`config.mk`:
```
export PLATFORM = sky130hd
export DESIGN_NAME = fan_smoothing_overtemp_config
export DESIGN_NICKNAME = d
export VERILOG_FILES = /design/src/verilog/fan_cfg_pkg.sv /design/src/verilog/smooth_scale.sv /design/src/verilog/fan_smoothing_overtemp_config.sv
export SDC_FILE = /design/constraint.sdc
export NUM_CORES = 1
export LEC_CHECK = 0
export BUFFER_PORTS_ARGS = -buffer_cell sky130_fd_sc_hd__buf_2
export CORE_ASPECT_RATIO = 2
export CORE_MARGIN = 10
export CORE_UTILIZATION = 30
export CTS_CLUSTER_DIAMETER = 120
export DETAILED_ROUTE_END_ITERATION = 16
export HOLD_SLACK_MARGIN = 0.06
export PLACE_DENSITY = 0.56
export SLEW_MARGIN = 10
export SYNTH_ARGS = -nofsm -noshare
export SYNTH_HDL_FRONTEND = slang
export SYNTH_SLANG_ARGS = --single-unit
export TNS_END_PERCENT = 100
```
`constraint.sdc`:
```
create_clock -name pclk -period 10.3 [get_ports pclk]
set_input_delay 2.06 -clock pclk [delete_from_list [all_inputs] [get_ports pclk]]
set_output_delay 2.06 -clock pclk [all_outputs]
set_load 0.1 [all_outputs]
```
`src/verilog/fan_cfg_pkg.sv`:
```
package fan_cfg_pkg;
    // Register indices; byte address is four times the index
    localparam logic [7:0] IDX_SMOOTH_CFG = 8'h10;
    localparam logic [7:0] IDX_HYST_CFG = 8'h11;
    localparam logic [7:0] IDX_LOCK = 8'h12;
    localparam logic [7:0] IDX_IRQ_STATUS = 8'h13;
    localparam logic [7:0] IDX_IRQ_MASK = 8'h14;
    localparam logic [7:0] IDX_STATE = 8'h15;
    localparam int ADDR_LSB = 2;
    localparam int BASE_W = 8;
    localparam int SCALED_W = 11;
    localparam int NUM_CH = 3;
    localparam logic [7:0] CFG_RESET = 8'h00;
    localparam logic [7:0] SMOOTH_WMASK = 8'hcf;
    localparam logic [7:0] HYST_WMASK = 8'h01;
    // Status and mask bit positions
    localparam int ST_OVERTEMP = 0;
    localparam int ST_CORE_LOW = 1;
    localparam int ST_W = 2;
    // Slow mode multiplies by four: shift by two
    localparam int SLOW_SHIFT = 2;
    // 1.392 in Q10 fixed point, floor(1.392 * 1024)
    localparam logic [10:0] EXTRA_Q10 = 11'h591;
    localparam int EXTRA_FRAC = 10;
    // Spin-up time after the core voltage recovers
    localparam int SPINUP_US = 2000;
    localparam int CLK_MHZ = 100;
    localparam int SPINUP_CYCLES = SPINUP_US * CLK_MHZ;
    localparam int SPIN_CNT_W = 24;

    typedef struct packed {
        logic global_smoothing_extra_stretch;
        logic core_low_standby_handling;
        logic [1:0] reserved;
        logic overtemp_in_manual_mode;
        logic [NUM_CH-1:0] slow;
    } smooth_cfg_t;

    typedef enum logic [1:0] {MON_RUN, MON_CORE_LOW, MON_SPINUP} mon_state_t;
endpackage : fan_cfg_pkg

```
`src/verilog/smooth_scale.sv`:
```
`timescale 1ns/1ps
// One channel's smoothing time with its stretch factors applied
module smooth_scale
    import fan_cfg_pkg::*;
(
    input wire logic pclk,
    input wire logic presetn,
    input wire logic ce,
    input wire logic [BASE_W-1:0] base_time,
    input wire logic slow,
    input wire logic extra,
    output logic [SCALED_W-1:0] scaled_time
);
    logic [SCALED_W-1:0] slowed;
    logic [SCALED_W+EXTRA_FRAC:0] product;

    // Both factors stack when both are on
    always_comb begin
        slowed = slow ? (SCALED_W'(base_time) << SLOW_SHIFT) : SCALED_W'(base_time);
        product = (SCALED_W + EXTRA_FRAC + 1)'(slowed) * EXTRA_Q10;
    end

    // Truncation keeps the stretched time a touch short rather than long
    always_ff @(posedge pclk or negedge presetn) begin
        if (!presetn) begin
            scaled_time <= '0;
        end else if (ce) begin
            scaled_time <= extra ? product[EXTRA_FRAC +: SCALED_W] : slowed;
        end
    end
endmodule : smooth_scale

```
`src/verilog/fan_smoothing_overtemp_config.sv`:
```
`timescale 1ns/1ps
// Behaviour
// - Bit0 quadruples fan 1 remote-1 smoothing
// - Bit1 quadruples fan 2 local smoothing
// - Bit2 quadruples fan 3 remote-2 smoothing
// - Bit3 keeps overtemp pin active in manual
// - Overtemp overrides every fan setting, even disabled; in manual mode only with bit3 set
// - Standby core-low sets status bit1, alerts
// - Core-low suspends processor-hot monitoring
// - Recovery re-enables monitoring and starts spin-up in the same cycle
// - Bit7 stretches all smoothing by 39.2 percent
// - Hysteresis register bit0 disables overtemp hysteresis
// - Lock makes hysteresis register read-only
// - Both configuration registers reset to zero
module fan_smoothing_overtemp_config
    import fan_cfg_pkg::*;
#(
    parameter int SPINUP_LEN = SPINUP_CYCLES
) (
    input wire logic pclk,
    input wire logic presetn,
    input wire logic ce,
    input wire logic psel,
    input wire logic penable,
    input wire logic pwrite,
    input wire logic [31:0] paddr,
    input wire logic [31:0] pwdata,
    output logic [31:0] prdata,
    output logic pready,
    output logic pslverr,
    input wire logic [BASE_W-1:0] base_time_remote1,
    input wire logic [BASE_W-1:0] base_time_local,
    input wire logic [BASE_W-1:0] base_time_remote2,
    input wire logic overtemp_pin,
    input wire logic manual_mode,
    input wire logic standby_power,
    input wire logic core_voltage_low,
    output logic [SCALED_W-1:0] smooth_time_remote1,
    output logic [SCALED_W-1:0] smooth_time_local,
    output logic [SCALED_W-1:0] smooth_time_remote2,
    output logic fan_override,
    output logic overtemp_hysteresis_on,
    output logic processor_hot_monitor,
    output logic fan_spinup,
    output logic irq
);
    smooth_cfg_t smooth_cfg_reg;
    logic [7:0] hyst_cfg_reg;
    logic lock_reg;
    logic [ST_W-1:0] status_reg;
    logic [ST_W-1:0] mask_reg;
    mon_state_t mon_state_reg;
    logic [SPIN_CNT_W-1:0] spin_cnt_reg;
    logic [3:0] sync1_reg;
    logic [3:0] sync2_reg;
    logic ot_pin_s, manual_s, standby_s, core_low_s;
    logic wr_en, rd_setup;
    logic [7:0] index;
    logic [31:0] rdata_next;
    logic mapped;
    logic ot_active, core_low_event;

    // Pins come from outside the clock domain: two flops before use
    always_ff @(posedge pclk or negedge presetn) begin
        if (!presetn) begin
            sync1_reg <= '0;
            sync2_reg <= '0;
        end else if (ce) begin
            sync1_reg <= {core_voltage_low, standby_power, manual_mode, overtemp_pin};
            sync2_reg <= sync1_reg;
        end
    end
    assign {core_low_s, standby_s, manual_s, ot_pin_s} = sync2_reg;

    // Bus decode: index from the word address
    assign index = paddr[ADDR_LSB +: 8];
    assign wr_en = ce && psel && penable && pready && pwrite && !pslverr;
    assign rd_setup = psel && !penable;

    // Address decode and read mux
    always_comb begin
        mapped = 1'b1;
        rdata_next = '0;
        if (paddr[31:ADDR_LSB+8] != '0 || paddr[ADDR_LSB-1:0] != '0) begin
            mapped = 1'b0;
        end else if (index == IDX_SMOOTH_CFG) begin
            rdata_next[7:0] = smooth_cfg_reg;
        end else if (index == IDX_HYST_CFG) begin
            rdata_next[7:0] = hyst_cfg_reg;
        end else if (index == IDX_LOCK) begin
            rdata_next[0] = lock_reg;
        end else if (index == IDX_IRQ_STATUS) begin
            rdata_next[ST_W-1:0] = status_reg;
        end else if (index == IDX_IRQ_MASK) begin
            rdata_next[ST_W-1:0] = mask_reg;
        end else if (index == IDX_STATE) begin
            rdata_next[1:0] = mon_state_reg;
        end else begin
            mapped = 1'b0;
        end
    end

    // Zero-wait slave: answer prepared in setup, complete in first access cycle
    always_ff @(posedge pclk or negedge presetn) begin
        if (!presetn) begin
            pready <= 1'b0;
            pslverr <= 1'b0;
            prdata <= '0;
        end else if (ce) begin
            pready <= rd_setup;
            pslverr <= rd_setup && !mapped;
            if (rd_setup) begin
                prdata <= pwrite ? '0 : rdata_next;
            end
        end
    end

    // Configuration registers; reserved bits are never stored
    always_ff @(posedge pclk or negedge presetn) begin
        if (!presetn) begin
            smooth_cfg_reg <= CFG_RESET;
            hyst_cfg_reg <= CFG_RESET;
        end else if (wr_en) begin
            if (index == IDX_SMOOTH_CFG) begin
                smooth_cfg_reg <= pwdata[7:0] & SMOOTH_WMASK;
            end else if (index == IDX_HYST_CFG && !lock_reg) begin
                hyst_cfg_reg <= pwdata[7:0] & HYST_WMASK;
            end
        end
    end

    // Lock is set-only; only reset releases it
    always_ff @(posedge pclk or negedge presetn) begin
        if (!presetn) begin
            lock_reg <= 1'b0;
        end else if (wr_en && index == IDX_LOCK && pwdata[0]) begin
            lock_reg <= 1'b1;
        end
    end

    // Overtemp acts in auto mode, and in manual mode only when allowed
    assign ot_active = ot_pin_s && (!manual_s || smooth_cfg_reg.overtemp_in_manual_mode);
    assign core_low_event = smooth_cfg_reg.core_low_standby_handling && standby_s && core_low_s;

    // Interrupt status: sticky, write one to clear, a new event beats the clear
    always_ff @(posedge pclk or negedge presetn) begin
        if (!presetn) begin
            status_reg <= '0;
            mask_reg <= '0;
        end else if (ce) begin
            if (wr_en && index == IDX_IRQ_MASK) begin
                mask_reg <= pwdata[ST_W-1:0];
            end
            for (int i = 0; i < ST_W; i++) begin
                if (wr_en && index == IDX_IRQ_STATUS && pwdata[i]) begin
                    status_reg[i] <= 1'b0;
                end
            end
            if (ot_active) begin
                status_reg[ST_OVERTEMP] <= 1'b1;
            end
            if (core_low_event) begin
                status_reg[ST_CORE_LOW] <= 1'b1;
            end
        end
    end

    // Level interrupt doubles as the alert line, gated by the mask
    always_ff @(posedge pclk or negedge presetn) begin
        if (!presetn) begin
            irq <= 1'b0;
        end else if (ce) begin
            irq <= |(status_reg & mask_reg);
        end
    end

    // Core-voltage supervision: suspend, then spin up after recovery
    always_ff @(posedge pclk or negedge presetn) begin
        if (!presetn) begin
            mon_state_reg <= MON_RUN;
            spin_cnt_reg <= '0;
        end else if (ce) begin
            case (mon_state_reg)
                MON_RUN: begin
                    if (core_low_event) begin
                        mon_state_reg <= MON_CORE_LOW;
                    end
                end
                MON_CORE_LOW: begin
                    if (!core_low_s) begin
                        mon_state_reg <= MON_SPINUP;
                        spin_cnt_reg <= SPIN_CNT_W'(SPINUP_LEN - 1);
                    end
                end
                MON_SPINUP: begin
                    if (core_low_event) begin
                        mon_state_reg <= MON_CORE_LOW;
                    end else if (spin_cnt_reg == '0) begin
                        mon_state_reg <= MON_RUN;
                    end else begin
                        spin_cnt_reg <= spin_cnt_reg - 1'b1;
                    end
                end
                default: begin
                    mon_state_reg <= MON_RUN;
                end
            endcase
        end
    end

    // Registered control outputs
    always_ff @(posedge pclk or negedge presetn) begin
        if (!presetn) begin
            fan_override <= 1'b0;
            overtemp_hysteresis_on <= 1'b1;
            processor_hot_monitor <= 1'b1;
            fan_spinup <= 1'b0;
        end else if (ce) begin
            fan_override <= ot_active;
            overtemp_hysteresis_on <= !hyst_cfg_reg[0];
            processor_hot_monitor <= mon_state_reg != MON_CORE_LOW;
            fan_spinup <= mon_state_reg == MON_SPINUP;
        end
    end

    // One scaler per temperature channel
    smooth_scale u_scale_r1 (
        .pclk(pclk), .presetn(presetn), .ce(ce), .base_time(base_time_remote1),
        .slow(smooth_cfg_reg.slow[0]),
        .extra(smooth_cfg_reg.global_smoothing_extra_stretch),
        .scaled_time(smooth_time_remote1)
    );
    smooth_scale u_scale_loc (
        .pclk(pclk), .presetn(presetn), .ce(ce), .base_time(base_time_local),
        .slow(smooth_cfg_reg.slow[1]),
        .extra(smooth_cfg_reg.global_smoothing_extra_stretch),
        .scaled_time(smooth_time_local)
    );
    smooth_scale u_scale_r2 (
        .pclk(pclk), .presetn(presetn), .ce(ce), .base_time(base_time_remote2),
        .slow(smooth_cfg_reg.slow[2]),
        .extra(smooth_cfg_reg.global_smoothing_extra_stretch),
        .scaled_time(smooth_time_remote2)
    );
endmodule : fan_smoothing_overtemp_config

```
# Word-level counts from Yosys, hierarchy flattened
# Cells that the tools add are included.
# classes
addsub	1
n_mul	3
eq_ne	14
muxes	35
bitwise_logic	2
n_reduce_logical	41
# op_table
cell	count
$mux W24	3
$mul A11 B11 Y21 const B	3
$eq A8 B5 Y1 const B	6
$pmux W24 S2	1
$mux W11	3
$mux W10	3
$logic_not A24 Y1	1
$mux W8	3
$sub A24 B1 Y24 const B	1
$reduce_bool A22 Y1	1
$logic_and A1 B1 Y1	17
$mux W2	8
$mux W1	13
$reduce_and A2 Y1	5
$ne A2 B2 Y1 const B	4
$reduce_bool A2 Y1	4
$logic_not A1 Y1	6
$pmux W2 S3	1
$reduce_and A5 Y1	1
$reduce_and A4 Y1	1
$ne A3 B3 Y1 const B	1
$reduce_and A3 Y1	1
$and A2 B2 Y2	1
$eq A2 B1 Y1 const B	1
other kinds (6)	7
# totals
ff_bits	118
input_bits	98
out_inout_bits	72
wordCells	120

# Depth between registers and ports, before layout
# Gate-level depths: netlist (run 1).
# logic_depth
depth_word	10
mapped_depth	17
depth_no_buf	16

# By module
# From an unflattened synthesis (run 1), not the netlist that was laid out.
# unflattened
hier_cells	1045
hier_area_um2	9878.2
# by_module_without_submodules
module	instances	cells_per_inst	area_each_um2	seq_area_each_um2
fan_smoothing_overtemp_config	1	326	3205.6	1478.9
smooth_scale at u_scale_loc	1	244	2264.7	275.3
smooth_scale at u_scale_r1	1	243	2205.9	275.3
smooth_scale at u_scale_r2	1	232	2202.1	275.3

# Worst setup path before layout (run 1)
# OpenSTA, ideal clock, no wires.
# synth_timing
kind	input to register
start	input base_time_remote1[4]
end	register u_scale_r1.scaled_time[10]
setup_ns	0.122
arrival_time_ns	5.844
required_ns	10.178
setup_slack_ns	4.334
path_stages	14
path_buffers	0
cell_sequence	mux2i_1 > inv_1 > ha_1 > ha_1 > fa_1 > fa_1 > ha_1 > ha_1 > a21oi_1 > o21ai_0 > and2_1 > a2111oi_2 > xnor2_1 > a22o_1
# synth_via
elab_chain_cells	3
# synth_lines
item	line_no	rtl
start: declaration	fan_smoothing_overtemp_config.sv:31	input wire logic [BASE_W-1:0] base_time_remote1,
$mux W10	smooth_scale.sv:19	slowed = slow ? (SCALED_W'(base_time) << SLOW_SHIFT) : SCALED_W'(base_time);
$mul A11 B11 Y21	smooth_scale.sv:20	product = (SCALED_W + EXTRA_FRAC + 1)'(slowed) * EXTRA_Q10;
$mux W11	smooth_scale.sv:28	scaled_time <= extra ? product[EXTRA_FRAC +: SCALED_W] : slowed;
end signal: assignment	smooth_scale.sv:28	
end: declaration	smooth_scale.sv:12	output logic [SCALED_W-1:0] scaled_time
# Every way passes these cells.
# A chain may end at the register's enable or synchronous reset.

# Final worst setup path (run 1)
# Ends and elaborated chain as after synthesis.

==> reports/qor.yml, run 1 <==
power_and_ir_drop:
  clockPowerShare_pct: 23.0
  power_frac_comb_pct: 50.3
  p_per_area_mw_per_mm2: 141
  total_leakage_power_nw: 5.50
  p_int_uw: 827
  power_mw: 1.51
  switching_power_uw: 682
  ir_worst_vdd_mv: 0.0858
  swShare_pct: 45.2
  p_seq_share_pct: 26.8
global_route:
  grt_pass1_wl_um: 43100
  grt_max_degree: 55
  grt_pass1_vias: 8196
  gr-total-overflow: 0
  grt_usage_pct: 13.5
  grt_antenna_before_repair: 0
cells_and_area:
  n_antenna_cell: 0
  finish.net_count: 1370
  nFillCells: 3282
  multiInputGateArea_mm2: 0.00664
  ff_latch_area_mm2: 0.00230
  largest_reg_flops: 24
  drive_above_1_share_pct: 18.1
  syn_to_final_growth_pct: 13.3
timing:
  timing.fmax_mhz: 155
  relSlewSlack_pct: 28.5
  finalClockSkew_ns: 0.0117
  rsz0062_at_grt: "no"
  finalSetupViolations: 0
  worst_pin_slew_ns: 1.07
  setup_tns_ns: 0
  post-route-period-util_pct: 62.6
  period_needed_ns: 6.45
  hold_viol_final: 0
  slew_violations: 0
clocking:
  numCtsBuffers: 9
  cts_tree: "yes"
  insertion_delay_ns: 0.36
  htree_levels: 3
  cts_setup_buffers: 0
  cts_resized: 0
  clk_path_buf_depth: 2
  cts_root_buf: "clkbuf_16"
  cts_hold_buf: 0
  clkTransAtPathRegs_ns: 0.07
  cts_sinks: 92
setup_path:
  end_kind: "flip-flop"
  cp.arrival_ns: 6.70
  crit_type: "input pin to flip-flop"
  worst-path-max-fanout: 5
  critPathRequiredTime_ns: 10.55
  start_kind: "input pin"
job:
  max_cap_viol_count: 0
hold_path:
  min-delay-path-class: "flip-flop to flip-flop"
synthesis:
  syn_area_per_cell_um2: 9.90
  yosysSeqAreaShare_pct: 24.5
  synth_edf_count: 0
  netlist_area_mm2: 0.00942
  synthCells: 951
  yosys_warnings: 0
  async_flop_share_pct: 100
  synth_flop_cell: "dfrtp_1"
  yosysUniqueCellTypes: 75
  ys_ff_latch: 92
routing:
  dr.pass1.iters: 4
  wl_per_cell_um: 18.1
  drt_iter0_drc: 254
  route.detailed.drc: 0
  ant_nets: 0
  vias: 7492
  totalWireLength_um: 26900
  via_per_inst: 5.05
floorplan:
  die_h_um: 271
  core-area_mm2: 0.0310
  die_w_um: 145
  fp-row-count: 91
  dieArea_mm2: 0.0393
  start_util_pct: 30.4
  io_pins: 170
place:
  hpwl_um: 22100
  port_buffers: 117
  place.gp.congestion: 0.841
outcome:
  status: "complete, no violations"
power groups by stage:
stage	Clock (mW)	Sequential (mW)	Combinational, mW
floorplan	0	0.484	0.512
global placement	0	0.410	0.755
detailed placement	0	0.410	0.760
CTS	0.357	0.404	0.767
global route	0.372	0.407	0.848
finish	0.346	0.404	0.758
worst max-delay path: stages:
cell	delay, ns
buf_2	0.12
mux2i_1	0.39
inv_1	0.20
ha_1	0.33
ha_1	0.31
fa_1	0.53
fa_1	0.51
ha_1	0.31
ha_1	0.36
a21oi_1	0.23
o21ai_0	0.30
and2_1	0.25
a2111oi_2	0.42
xnor2_1	0.17
a22o_1	0.22
Yosys cell counts, types with 3 or more instances:
cell type	n	area [µm²]
clkbuf_1	15	56.3
a31oi_1	8	50.1
nor4_1	12	75.1
nor3_1	3	15.0
mux2_2	25	282
mux2_4	6	90.1
buf_4	26	195
a221oi_1	3	26.3
xor2_1	31	272
o21a_1	3	22.5
ha_1	172	2150
or3_1	7	43.8
and2_1	19	119
buf_1	5	18.8
a2111oi_2	3	45.0
a2111oi_0	3	26.3
o221ai_1	9	78.8
a21oi_1	44	220
dfrtp_1	90	2250
a211oi_1	6	45.0
and3_1	7	43.8
a221o_1	5	50.1
o211ai_1	3	22.5
nand3b_1	3	22.5
o31ai_1	10	75.1
xnor2_1	28	245
a21o_1	22	165
nor2_1	45	169
nand4_1	4	25.0
a22oi_1	9	67.6
nor2b_1	9	56.3
or4_1	3	22.5
nand2_1	61	229
nand2b_1	13	81.3
mux2i_1	11	110
or4_4	4	45.0
o21ai_0	28	140
o22ai_1	5	31.3
nand3_1	16	80.1
fa_1	39	781
a22o_1	5	43.8
o21ai_1	10	50.1
inv_1	75	282
a21boi_0	3	22.5
cell type report:
cell class	count	share of cell area, %
tap	418	4.90
timing repair buffer	121	5.79
inverter	76	2.67
clock inverter	7	0.703
multi-input combinational	761	62.2
sequential	92	21.6
clock buffer	9	2.11
per-layer routing:
layer  vias to the layer above  global-route usage (%)  part of all wire [%]
met5                         -                       0                     0
met4                         0                    4.36                   2.7
met1                      3658                    13.8                    38
li1                       3590                       -                     -
met3                        43                    2.36                   3.9
met2                       201                    26.7                    56
final timing paths:
path / from / to / cells past startpoint / slack (ns)
max in group asynchronous: presetn / u_scale_loc.scaled_time[10]$_DFFE_PN0P_ / 2 / 7.53
min reg2reg: hyst_cfg_reg[0]$_DFFE_PN0P_ / overtemp_hysteresis_on$_DFFE_PN1P_ / 1 / 0.46
max: base_time_remote1[4] / u_scale_r1.scaled_time[10]$_DFFE_PN0P_ / 15 / 3.85
max reg2reg: smooth_cfg_reg[0]$_DFFE_PN0P_ / u_scale_r1.scaled_time[10]$_DFFE_PN0P_ / 14 / 4.79
min: hyst_cfg_reg[0]$_DFFE_PN0P_ / overtemp_hysteresis_on$_DFFE_PN1P_ / 1 / 0.46
min in group asynchronous: presetn / u_scale_loc.scaled_time[1]$_DFFE_PN0P_ / 1 / 1.74
placed cells by master, fill, tap and decap left out, types with 13 or more instances in the layout:
cell type  count
ha_1         172
buf_2        116
dfrtp_1       90
inv_1         75
nand2_1       61
nor2_1        45
a21oi_1       44
fa_1          39
xor2_1        31
xnor2_1       28
o21ai_0       28
conb_1        26
mux2_2        25
a21o_1        22
and2_1        19
nand3_1       16
nand2b_1      13
stage by stage:
| stage | cell area, µm² | util, % | setup WS, ns | std cells | hold slack [ns] |
|---|---|---|---|---|---|
| 6_report | 10700 | 34.5 | 3.85 | 1484 | 0.459 |
| 3_5_place_dp | 10400 | 33.5 | 3.41 | 1468 | 0.455 |
| 5_1_grt | 10700 | 34.5 | 3.60 | 1484 | 0.488 |
| 3_3_place_gp | 10400 | 33.5 | 3.43 | 1468 | 0.453 |
| 2_1_floorplan | 9510 | - | 4.33 | 976 | 0.423 |
| 4_1_cts | 10700 | 34.5 | 3.79 | 1484 | 0.465 |
cell families (layout without fill, tap and decap cells):
logic type | Yosys count | in the layout | share of synthesized area [%]
other | 1 | 26 | 0.0398
xor gates and xnor gates | 59 | 59 | 5.49
buffers and inverters | 123 | 213 | 6.02
and+or+nand+nor | 224 | 224 | 13.2
AOI/OAI and AO/OA | 199 | 199 | 14.6
DFF | 92 | 92 | 24.5
muxes | 42 | 42 | 5.11
adders and majority gates | 211 | 211 | 31.1
No activity file was read; power rests on OpenSTA's default activity.
==> run 2, diff against run 1 <==
--- a/config.mk
+++ b/config.mk
@@ -12,7 +12,7 @@
 export CTS_CLUSTER_DIAMETER = 120
 export DETAILED_ROUTE_END_ITERATION = 16
 export HOLD_SLACK_MARGIN = 0.06
-export PLACE_DENSITY = 0.56
+export PLACE_DENSITY = 0.58
 export SLEW_MARGIN = 10
 export SYNTH_ARGS = -nofsm -noshare
 export SYNTH_HDL_FRONTEND = slang
==> constraint.sdc (replaced) <==
create_clock -name pclk -period 5.6 [get_ports pclk]
set_input_delay 1.12 -clock pclk [delete_from_list [all_inputs] [get_ports pclk]]
set_output_delay 1.12 -clock pclk [all_outputs]
set_load 0.1 [all_outputs]
==> run 2 against run 1 <==
Compared with the run above: clock power rose by 91%; critical endpoint is now u_scale_r2.scaled_time[9]$_DFFE_PN0P_; largest power group unchanged; setup slack got worse by 3.4 ns; sequential share of layout area down 0.24 points; utilization rose by 0.38 points; final cell count increased by 1.0%; sequential power is 84% higher.
==> reports/qor.yml, run 2 (same netlist as run 1, synthesis figures left out) <==
setup_path:
  max_stage_delay_ns: 0.54  # about the same
  start_kind: "input pin"
  cp.arrival_ns: 5.34  # -1.36 ns
  crit_chain: "buf_2 -> mux2_2 -> ha_1 -> ha_1 -> inv_1 -> fa_1 -> inv_1 -> fa_1 -> ha_1 -> ha_1 -> a21oi_1 -> o21ai_0 -> a221o_1 -> a31oi_1 -> mux2i_1 -> a221o_1"
  worst-path-max-fanout: 5  # unchanged
  critPathRequiredTime_ns: 5.84  # -4.71 ns
  worst_path_most_repeated_cell: "ha_1"
  cp_slowest_cell: "fa_1"
  end_kind: "flip-flop"
  crit_type: "input pin to flip-flop"
clocking:
  cts_sinks: 92  # unchanged
  cts_setup_buffers: 0  # unchanged
  numCtsBuffers: 9  # unchanged
  cts_resized: 0  # unchanged
  cts_root_buf: "clkbuf_16"
  clkTransAtPathRegs_ns: 0.07  # about the same
  cts_hold_buf: 0  # unchanged
  cts_tree: "yes"
  insertion_delay_ns: 0.36  # about the same
  clk_path_buf_depth: 2  # unchanged
  htree_levels: 3  # unchanged
floorplan:
  dieArea_mm2: 0.0393  # unchanged
  core-area_mm2: 0.0310  # unchanged
  start_util_pct: 30.4  # unchanged
  fp-row-count: 91  # unchanged
  die_h_um: 271  # unchanged
  io_pins: 170  # unchanged
  die_w_um: 145  # unchanged
timing:
  worst_slack_ns: 0.497  # -3.35 ns
  slew_violations: 0  # unchanged
  relSlewSlack_pct: 26.8  # -1.7 points
  fin_hold_ws_ns: 0.475  # +0.0164 ns
  finalClockSkew_ns: 0.0120  # +0.000321 ns
  rsz0062_at_grt: "no"
  hold_viol_final: 0  # unchanged
  period_needed_ns: 5.10
  post-route-period-util_pct: 91.1
  finalSetupViolations: 0  # unchanged
  timing.fmax_mhz: 196
  setup_tns_ns: 0  # unchanged
  worst_pin_slew_ns: 1.09  # +0.0254 ns
place:
  place.gp.congestion: 0.855  # +1.7%
  placed_area_mm2: 0.0105  # +1.1%
  dp.cells: 1483  # +1.0%
  hpwl_um: 23200  # +5.1%
  port_buffers: 117  # unchanged
  dp_slack_ns: 0.150  # -3.26 ns
routing:
  wl_per_cell_um: 18.5  # +2.0%
  vias: 7499  # +0.093%
  route.detailed.drc: 0  # unchanged
  totalWireLength_um: 27700  # +3.0%
  drt_iter0_drc: 365  # +44%
  ant_nets: 0  # unchanged
  via_per_inst: 5.00  # -0.91%
  dr.pass1.iters: 4  # unchanged
cells_and_area:
  largest_reg_flops: 24  # unchanged
  drive_above_1_share_pct: 19.1  # +1.0 points
  syn_to_final_growth_pct: 14.6
  mostFrequentLayoutCells: "ha_1, buf_2, dfrtp_1, inv_1, nand2_1"
  nFillCells: 3255  # -0.82%
  final_common_cell: "ha_1"
  n_antenna_cell: 0  # unchanged
  final_area_mm2: 0.0108  # +1.1%
  fin_cells: 1499  # +1.0%
  finish.net_count: 1385  # +1.1%
  utilization_pct: 34.8  # +0.38 points
job:
  max_cap_viol_count: 0  # unchanged
power_and_ir_drop:
  power_mw: 2.86  # +89%
  p_seq_share_pct: 26.0  # -0.8 points
  power_frac_comb_pct: 50.9  # +0.6 points
  p_per_area_mw_per_mm2: 265  # +87%
  switching_power_mw: 1.26  # +85%
  p_int_mw: 1.59  # +93%
  ir_worst_vdd_mv: 0.162  # +89%
  total_leakage_power_nw: 5.57  # +1.3%
  swShare_pct: 44.2  # -1.0 points
  clockPowerShare_pct: 23.1  # about the same
outcome:
  status: "complete, no violations"
global_route:
  grt_antenna_before_repair: 1  # +1
  grt_pass1_vias: 8304  # +1.3%
  grt_usage_pct: 14.1  # +0.64 points
  grt_pass1_wl_um: 44600  # +3.5%
  grt_max_degree: 49  # -11%
  gr-total-overflow: 0  # unchanged
hold_path:
  min-delay-path-class: "flip-flop to flip-flop"
-- run 2: changes by cell type in the layout (fill, tap and decap cells not counted), sizes merged --
cell / delta
inv: -1
bufinv: +1
clkinv: -1
buf: +15
clkbuf: +1
-- run 2: worst paths after layout --
kind	startpoint	end	slack (ns)	depth (start not counted)
worst min-delay path	hyst_cfg_reg[0]$_DFFE_PN0P_	overtemp_hysteresis_on$_DFFE_PN1P_	0.48	1
min in group asynchronous	presetn	u_scale_loc.scaled_time[1]$_DFFE_PN0P_	0.79	1
worst max register to register	smooth_cfg_reg[2]$_DFFE_PN0P_	u_scale_r2.scaled_time[9]$_DFFE_PN0P_	0.51	15
worst max-delay path	base_time_remote2[5]	u_scale_r2.scaled_time[9]$_DFFE_PN0P_	0.50	16
worst min register to register	hyst_cfg_reg[0]$_DFFE_PN0P_	overtemp_hysteresis_on$_DFFE_PN1P_	0.48	1
max in group asynchronous	presetn	spin_cnt_reg[19]$_DFFE_PN0P_	3.77	2
-- run 2: area by class of cell --
type,instances,area [µm²],share of cell area (%)
multi-input cells,761,6640,61.5
inverters,76,285,2.64
well taps,418,523,4.85
clock buffers,10,229,2.12
flip-flops and latches,92,2300,21.4
repair buffers,136,731,6.77
clock inverters,6,77.6,0.719
-- run 2: critical path, delay by kind of cell --
kind | cells | cell delay [ns]
compound gates | 5 | 1.15
fa+ha+maj | 6 | 2.33
buf+inv | 3 | 0.24
mux | 2 | 0.48
-- run 2: power groups by stage --
stage	Clock [mW]	Combinational (mW)	Sequential [mW]
CTS	0.683	1.46	0.743
global route	0.706	1.62	0.750
finish	0.660	1.45	0.743
floorplan	0	0.943	0.890
global placement	0	1.43	0.755
detailed placement	0	1.45	0.756
-- run 2: per-layer routing --
metal  global-route usage (%)  vias to the layer above  part of all wire, %
li1                         -                     3627                    -
met1                     13.9                     3648                   37
met2                     28.3                      178                   57
met3                     2.83                       44                  4.1
met4                     4.65                        2                  2.5
met5                        0                        -                0.054
==> run 3, diff against run 2 <==
--- a/config.mk
+++ b/config.mk
@@ -16,5 +16,6 @@
 export SLEW_MARGIN = 10
 export SYNTH_ARGS = -nofsm -noshare
 export SYNTH_HDL_FRONTEND = slang
+export SYNTH_HIERARCHICAL = 1
 export SYNTH_SLANG_ARGS = --single-unit
 export TNS_END_PERCENT = 100
==> run 3 against run 2 <==
Compared with the run above: sequential share of layout area decreased by 0.72 points; non-clock buffer count is 3 lower; clock-buffer cell count shrank 1; utilization fell by 0.68 points; critical endpoint is now u_scale_r1/scaled_time[4]$_DFFE_PN0P_; global-route usage up 0.30 points; flip-flop and latch count did not move; register-to-register slack gained 0.22 ns; first-iteration DRC count down 10%; critical path type unchanged.
==> reports/qor.yml, run 3 <==
outcome:
  status: "complete, no violations"
cells_and_area:
  largest_reg_flops: 24  # unchanged
  nFillCells: 3474  # +6.7%
  final_common_cell: "ha_1"
  ff_latch_area_mm2: 0.00230  # unchanged
  mostFrequentLayoutCells: "ha_1, buf_2, dfrtp_1, inv_1, nand2_1"
  n_antenna_cell: 0  # unchanged
  drive_above_1_share_pct: 18.2  # -0.95 points
  syn_to_final_growth_pct: 13.1
  finish.net_count: 1470  # +6.1%
  final_area_mm2: 0.0112  # +3.5%
  multiInputGateArea_mm2: 0.00700  # +5.4%
synthesis:
  syn_area_per_cell_um2: 9.45  # -4.6%
  synth-compound-area-share_pct: 15.7  # +1.1 points
  netlist_area_mm2: 0.00988  # +4.9%
  async_flop_share_pct: 100  # unchanged
  synth-simple-area-share_pct: 16.4  # +3.2 points
  synth_fa_ha_area_share_pct: 29.8  # -1.3 points
  yosys_warnings: 6  # +6
  synth.mux.area_fraction_pct: 5.18  # +0.066 points
  yosysSeqAreaShare_pct: 23.3  # -1.1 points
  synth_top_family_by_area: "adder cells"
  synth_top_area_share_pct: 22.8  # -1.1 points
  ys_top_cells_by_count: "ha_1, dfrtp_1, inv_1"
  yosysTopAreaCell: "dfrtp_1"
  synthCells: 1045  # +9.9%
  synth_area_leaders: "dfrtp_1, ha_1, fa_1"
  ys_ff_latch: 92  # unchanged
  yosys.cell_count.top_type: "ha_1"
  synth_edf_count: 0  # unchanged
  synthXorXnorAreaFrac_pct: 2.81  # -2.7 points
  yosysUniqueCellTypes: 90  # +20%
  synth_flop_cell: "dfrtp_1"
setup_path:
  end_kind: "flip-flop"
  critPathRequiredTime_ns: 5.85  # about the same
  max_stage_delay_ns: 0.49  # -0.05 ns
  cp_slowest_cell: "fa_1"
  worst-path-max-fanout: 5  # unchanged
  start_kind: "input pin"
  worst_path_most_repeated_cell: "ha_1"
  cp.arrival_ns: 5.17  # -0.17 ns
  crit_type: "input pin to flip-flop"
  crit_chain: "buf_2 -> mux2i_1 -> inv_1 -> ha_1 -> ha_1 -> ha_1 -> ha_1 -> fa_1 -> ha_1 -> nand2_1 -> nor4_1 -> buf_4 -> nor2_1 -> o21ai_1 -> mux2i_1 -> a221o_1"
floorplan:
  io_pins: 170  # unchanged
  core-area_mm2: 0.0327  # +5.6%
  dieArea_mm2: 0.0410  # +4.4%
  die_w_um: 148  # +2.1%
  fp-row-count: 94  # +3.3%
  start_util_pct: 30.2  # -0.20 points
  die_h_um: 277  # +2.2%
place:
  port_buffers: 117  # unchanged
  place.gp.congestion: 0.897  # +4.9%
  hpwl_um: 24500  # +5.8%
  placed_area_mm2: 0.0109  # +3.7%
clocking:
  numCtsBuffers: 9  # unchanged
  clkTransAtPathRegs_ns: 0.07  # about the same
  cts_hold_buf: 0  # unchanged
  htree_levels: 3  # unchanged
  cts_sinks: 92  # unchanged
  cts_tree: "yes"
  cts_setup_buffers: 0  # unchanged
  cts_resized: 0  # unchanged
  cts_root_buf: "clkbuf_16"
  insertion_delay_ns: 0.37  # about the same
  clk_path_buf_depth: 2  # unchanged
timing:
  worst_pin_slew_ns: 0.997  # -0.0977 ns
  finalSetupViolations: 0  # unchanged
  setup_tns_ns: 0  # unchanged
  hold_viol_final: 0  # unchanged
  timing.fmax_mhz: 203  # +3.7%
  slew_violations: 0  # unchanged
  post-route-period-util_pct: 87.9  # -3.3 points
  finalClockSkew_ns: 0.0111  # -0.000865 ns
  rsz0062_at_grt: "no"
  period_needed_ns: 4.92  # -0.183 ns
  relSlewSlack_pct: 33.5  # +6.8 points
routing:
  via_per_inst: 5.17  # +3.4%
  vias: 8263  # +10%
  dr.pass1.iters: 5  # +1
  totalWireLength_um: 29400  # +6.1%
  route.detailed.drc: 0  # unchanged
  wl_per_cell_um: 18.4  # -0.42%
  ant_nets: 0  # unchanged
  drt_iter0_drc: 328  # -10%
power_and_ir_drop:
  switching_power_mw: 1.23  # -2.3%
  clockPowerShare_pct: 23.6  # +0.5 points
  swShare_pct: 45.1  # +0.88 points
  p_seq_share_pct: 26.6  # +0.6 points
  p_per_area_mw_per_mm2: 245  # -7.5%
  power_frac_comb_pct: 49.8  # -1.1 points
  p_int_mw: 1.50  # -5.7%
  power_mw: 2.74  # -4.2%
  ir_worst_vdd_mv: 0.164  # +1.2%
  total_leakage_power_nw: 5.54  # -0.62%
global_route:
  grt_usage_pct: 14.4  # +0.30 points
  grt_antenna_before_repair: 0  # -1
  gr-total-overflow: 0  # unchanged
  grt_max_degree: 64  # +31%
  grt_pass1_vias: 8899  # +7.2%
  grt_pass1_wl_um: 47100  # +5.5%
hold_path:
  min-delay-path-class: "flip-flop to flip-flop"
job:
  max_cap_viol_count: 0  # unchanged
==> run 3: critical path, delay by kind of cell <==
kind                     cells  cell delay (ns)
adder cells (fa/ha/maj)      6             2.08
AND/OR/NAND/NOR              3             0.61
multiplexers                 2             0.46
AO/OA/AOI/OAI                2             0.47
buffers and inverters        3             0.42
==> run 3: cell type report <==
type / count / area share (%)
Tap cell: 432 / 4.84
Sequential cell: 92 / 20.6
Clock buffer: 9 / 2.02
Inverter: 85 / 2.86
Timing Repair Buffer: 133 / 6.34
Clock inverter: 7 / 0.650
Multi-Input combinational cell: 839 / 62.7
==> run 3: logic make-up (layout without fill, tap and decap cells) <==
group	Yosys count	in the layout
DFF	92	92
and+or+nand+nor	293	293
muxes	48	48
xor gates and xnor gates	30	30
AOI/OAI and AO/OA	230	230
adders and majority gates	212	212
buffers and inverters	139	234
other	1	26
==> run 3: power by group through the flow <==
stage | Combinational [mW] | Sequential, mW | Clock [mW]
after detailed placement | 1.35 | 0.741 | 0
final | 1.36 | 0.728 | 0.645
after floorplan | 0.896 | 0.883 | 0
after CTS | 1.36 | 0.729 | 0.666
after global routing | 1.51 | 0.734 | 0.690
after global placement | 1.33 | 0.740 | 0
==> run 3: final timing paths <==
kind	cells past startpoint	slack [ns]	to	from
worst max-delay path	16	0.68	u_scale_r1/scaled_time[4]$_DFFE_PN0P_	base_time_remote1[0]
worst min-delay path	2	0.49	lock_reg$_DFFE_PN0P_	lock_reg$_DFFE_PN0P_
worst max register to register	15	0.73	u_scale_r2/scaled_time[10]$_DFFE_PN0P_	smooth_cfg_reg[2]$_DFFE_PN0P_
worst min register to register	2	0.49	lock_reg$_DFFE_PN0P_	lock_reg$_DFFE_PN0P_
max in group asynchronous	2	3.78	overtemp_hysteresis_on$_DFFE_PN1P_	presetn
min in group asynchronous	1	0.83	u_scale_loc/scaled_time[0]$_DFFE_PN0P_	presetn
==> run 3: through the flow <==
stage | worst slack, ns | instances | hold WS [ns] | util [%]
final | 0.680 | 1597 | 0.489 | 34.2
after global routing | 0.435 | 1597 | 0.503 | 34.2
after CTS | 0.697 | 1597 | 0.491 | 34.2
after detailed placement | 0.298 | 1581 | 0.475 | 33.3
after global placement | 0.326 | 1581 | 0.464 | 33.3
after floorplan | 0.749 | 1070 | 0.418 | -
==> run 3: layer usage <==
layer / share of wire (%) / track usage [%] / vias to the layer above
li1: - / - / 3998
met5: 0 / 0 / -
met2: 58 / 29.1 / 181
met4: 3.9 / 7.12 / 0
met3: 2.8 / 1.87 / 58
met1: 35 / 13.5 / 4026
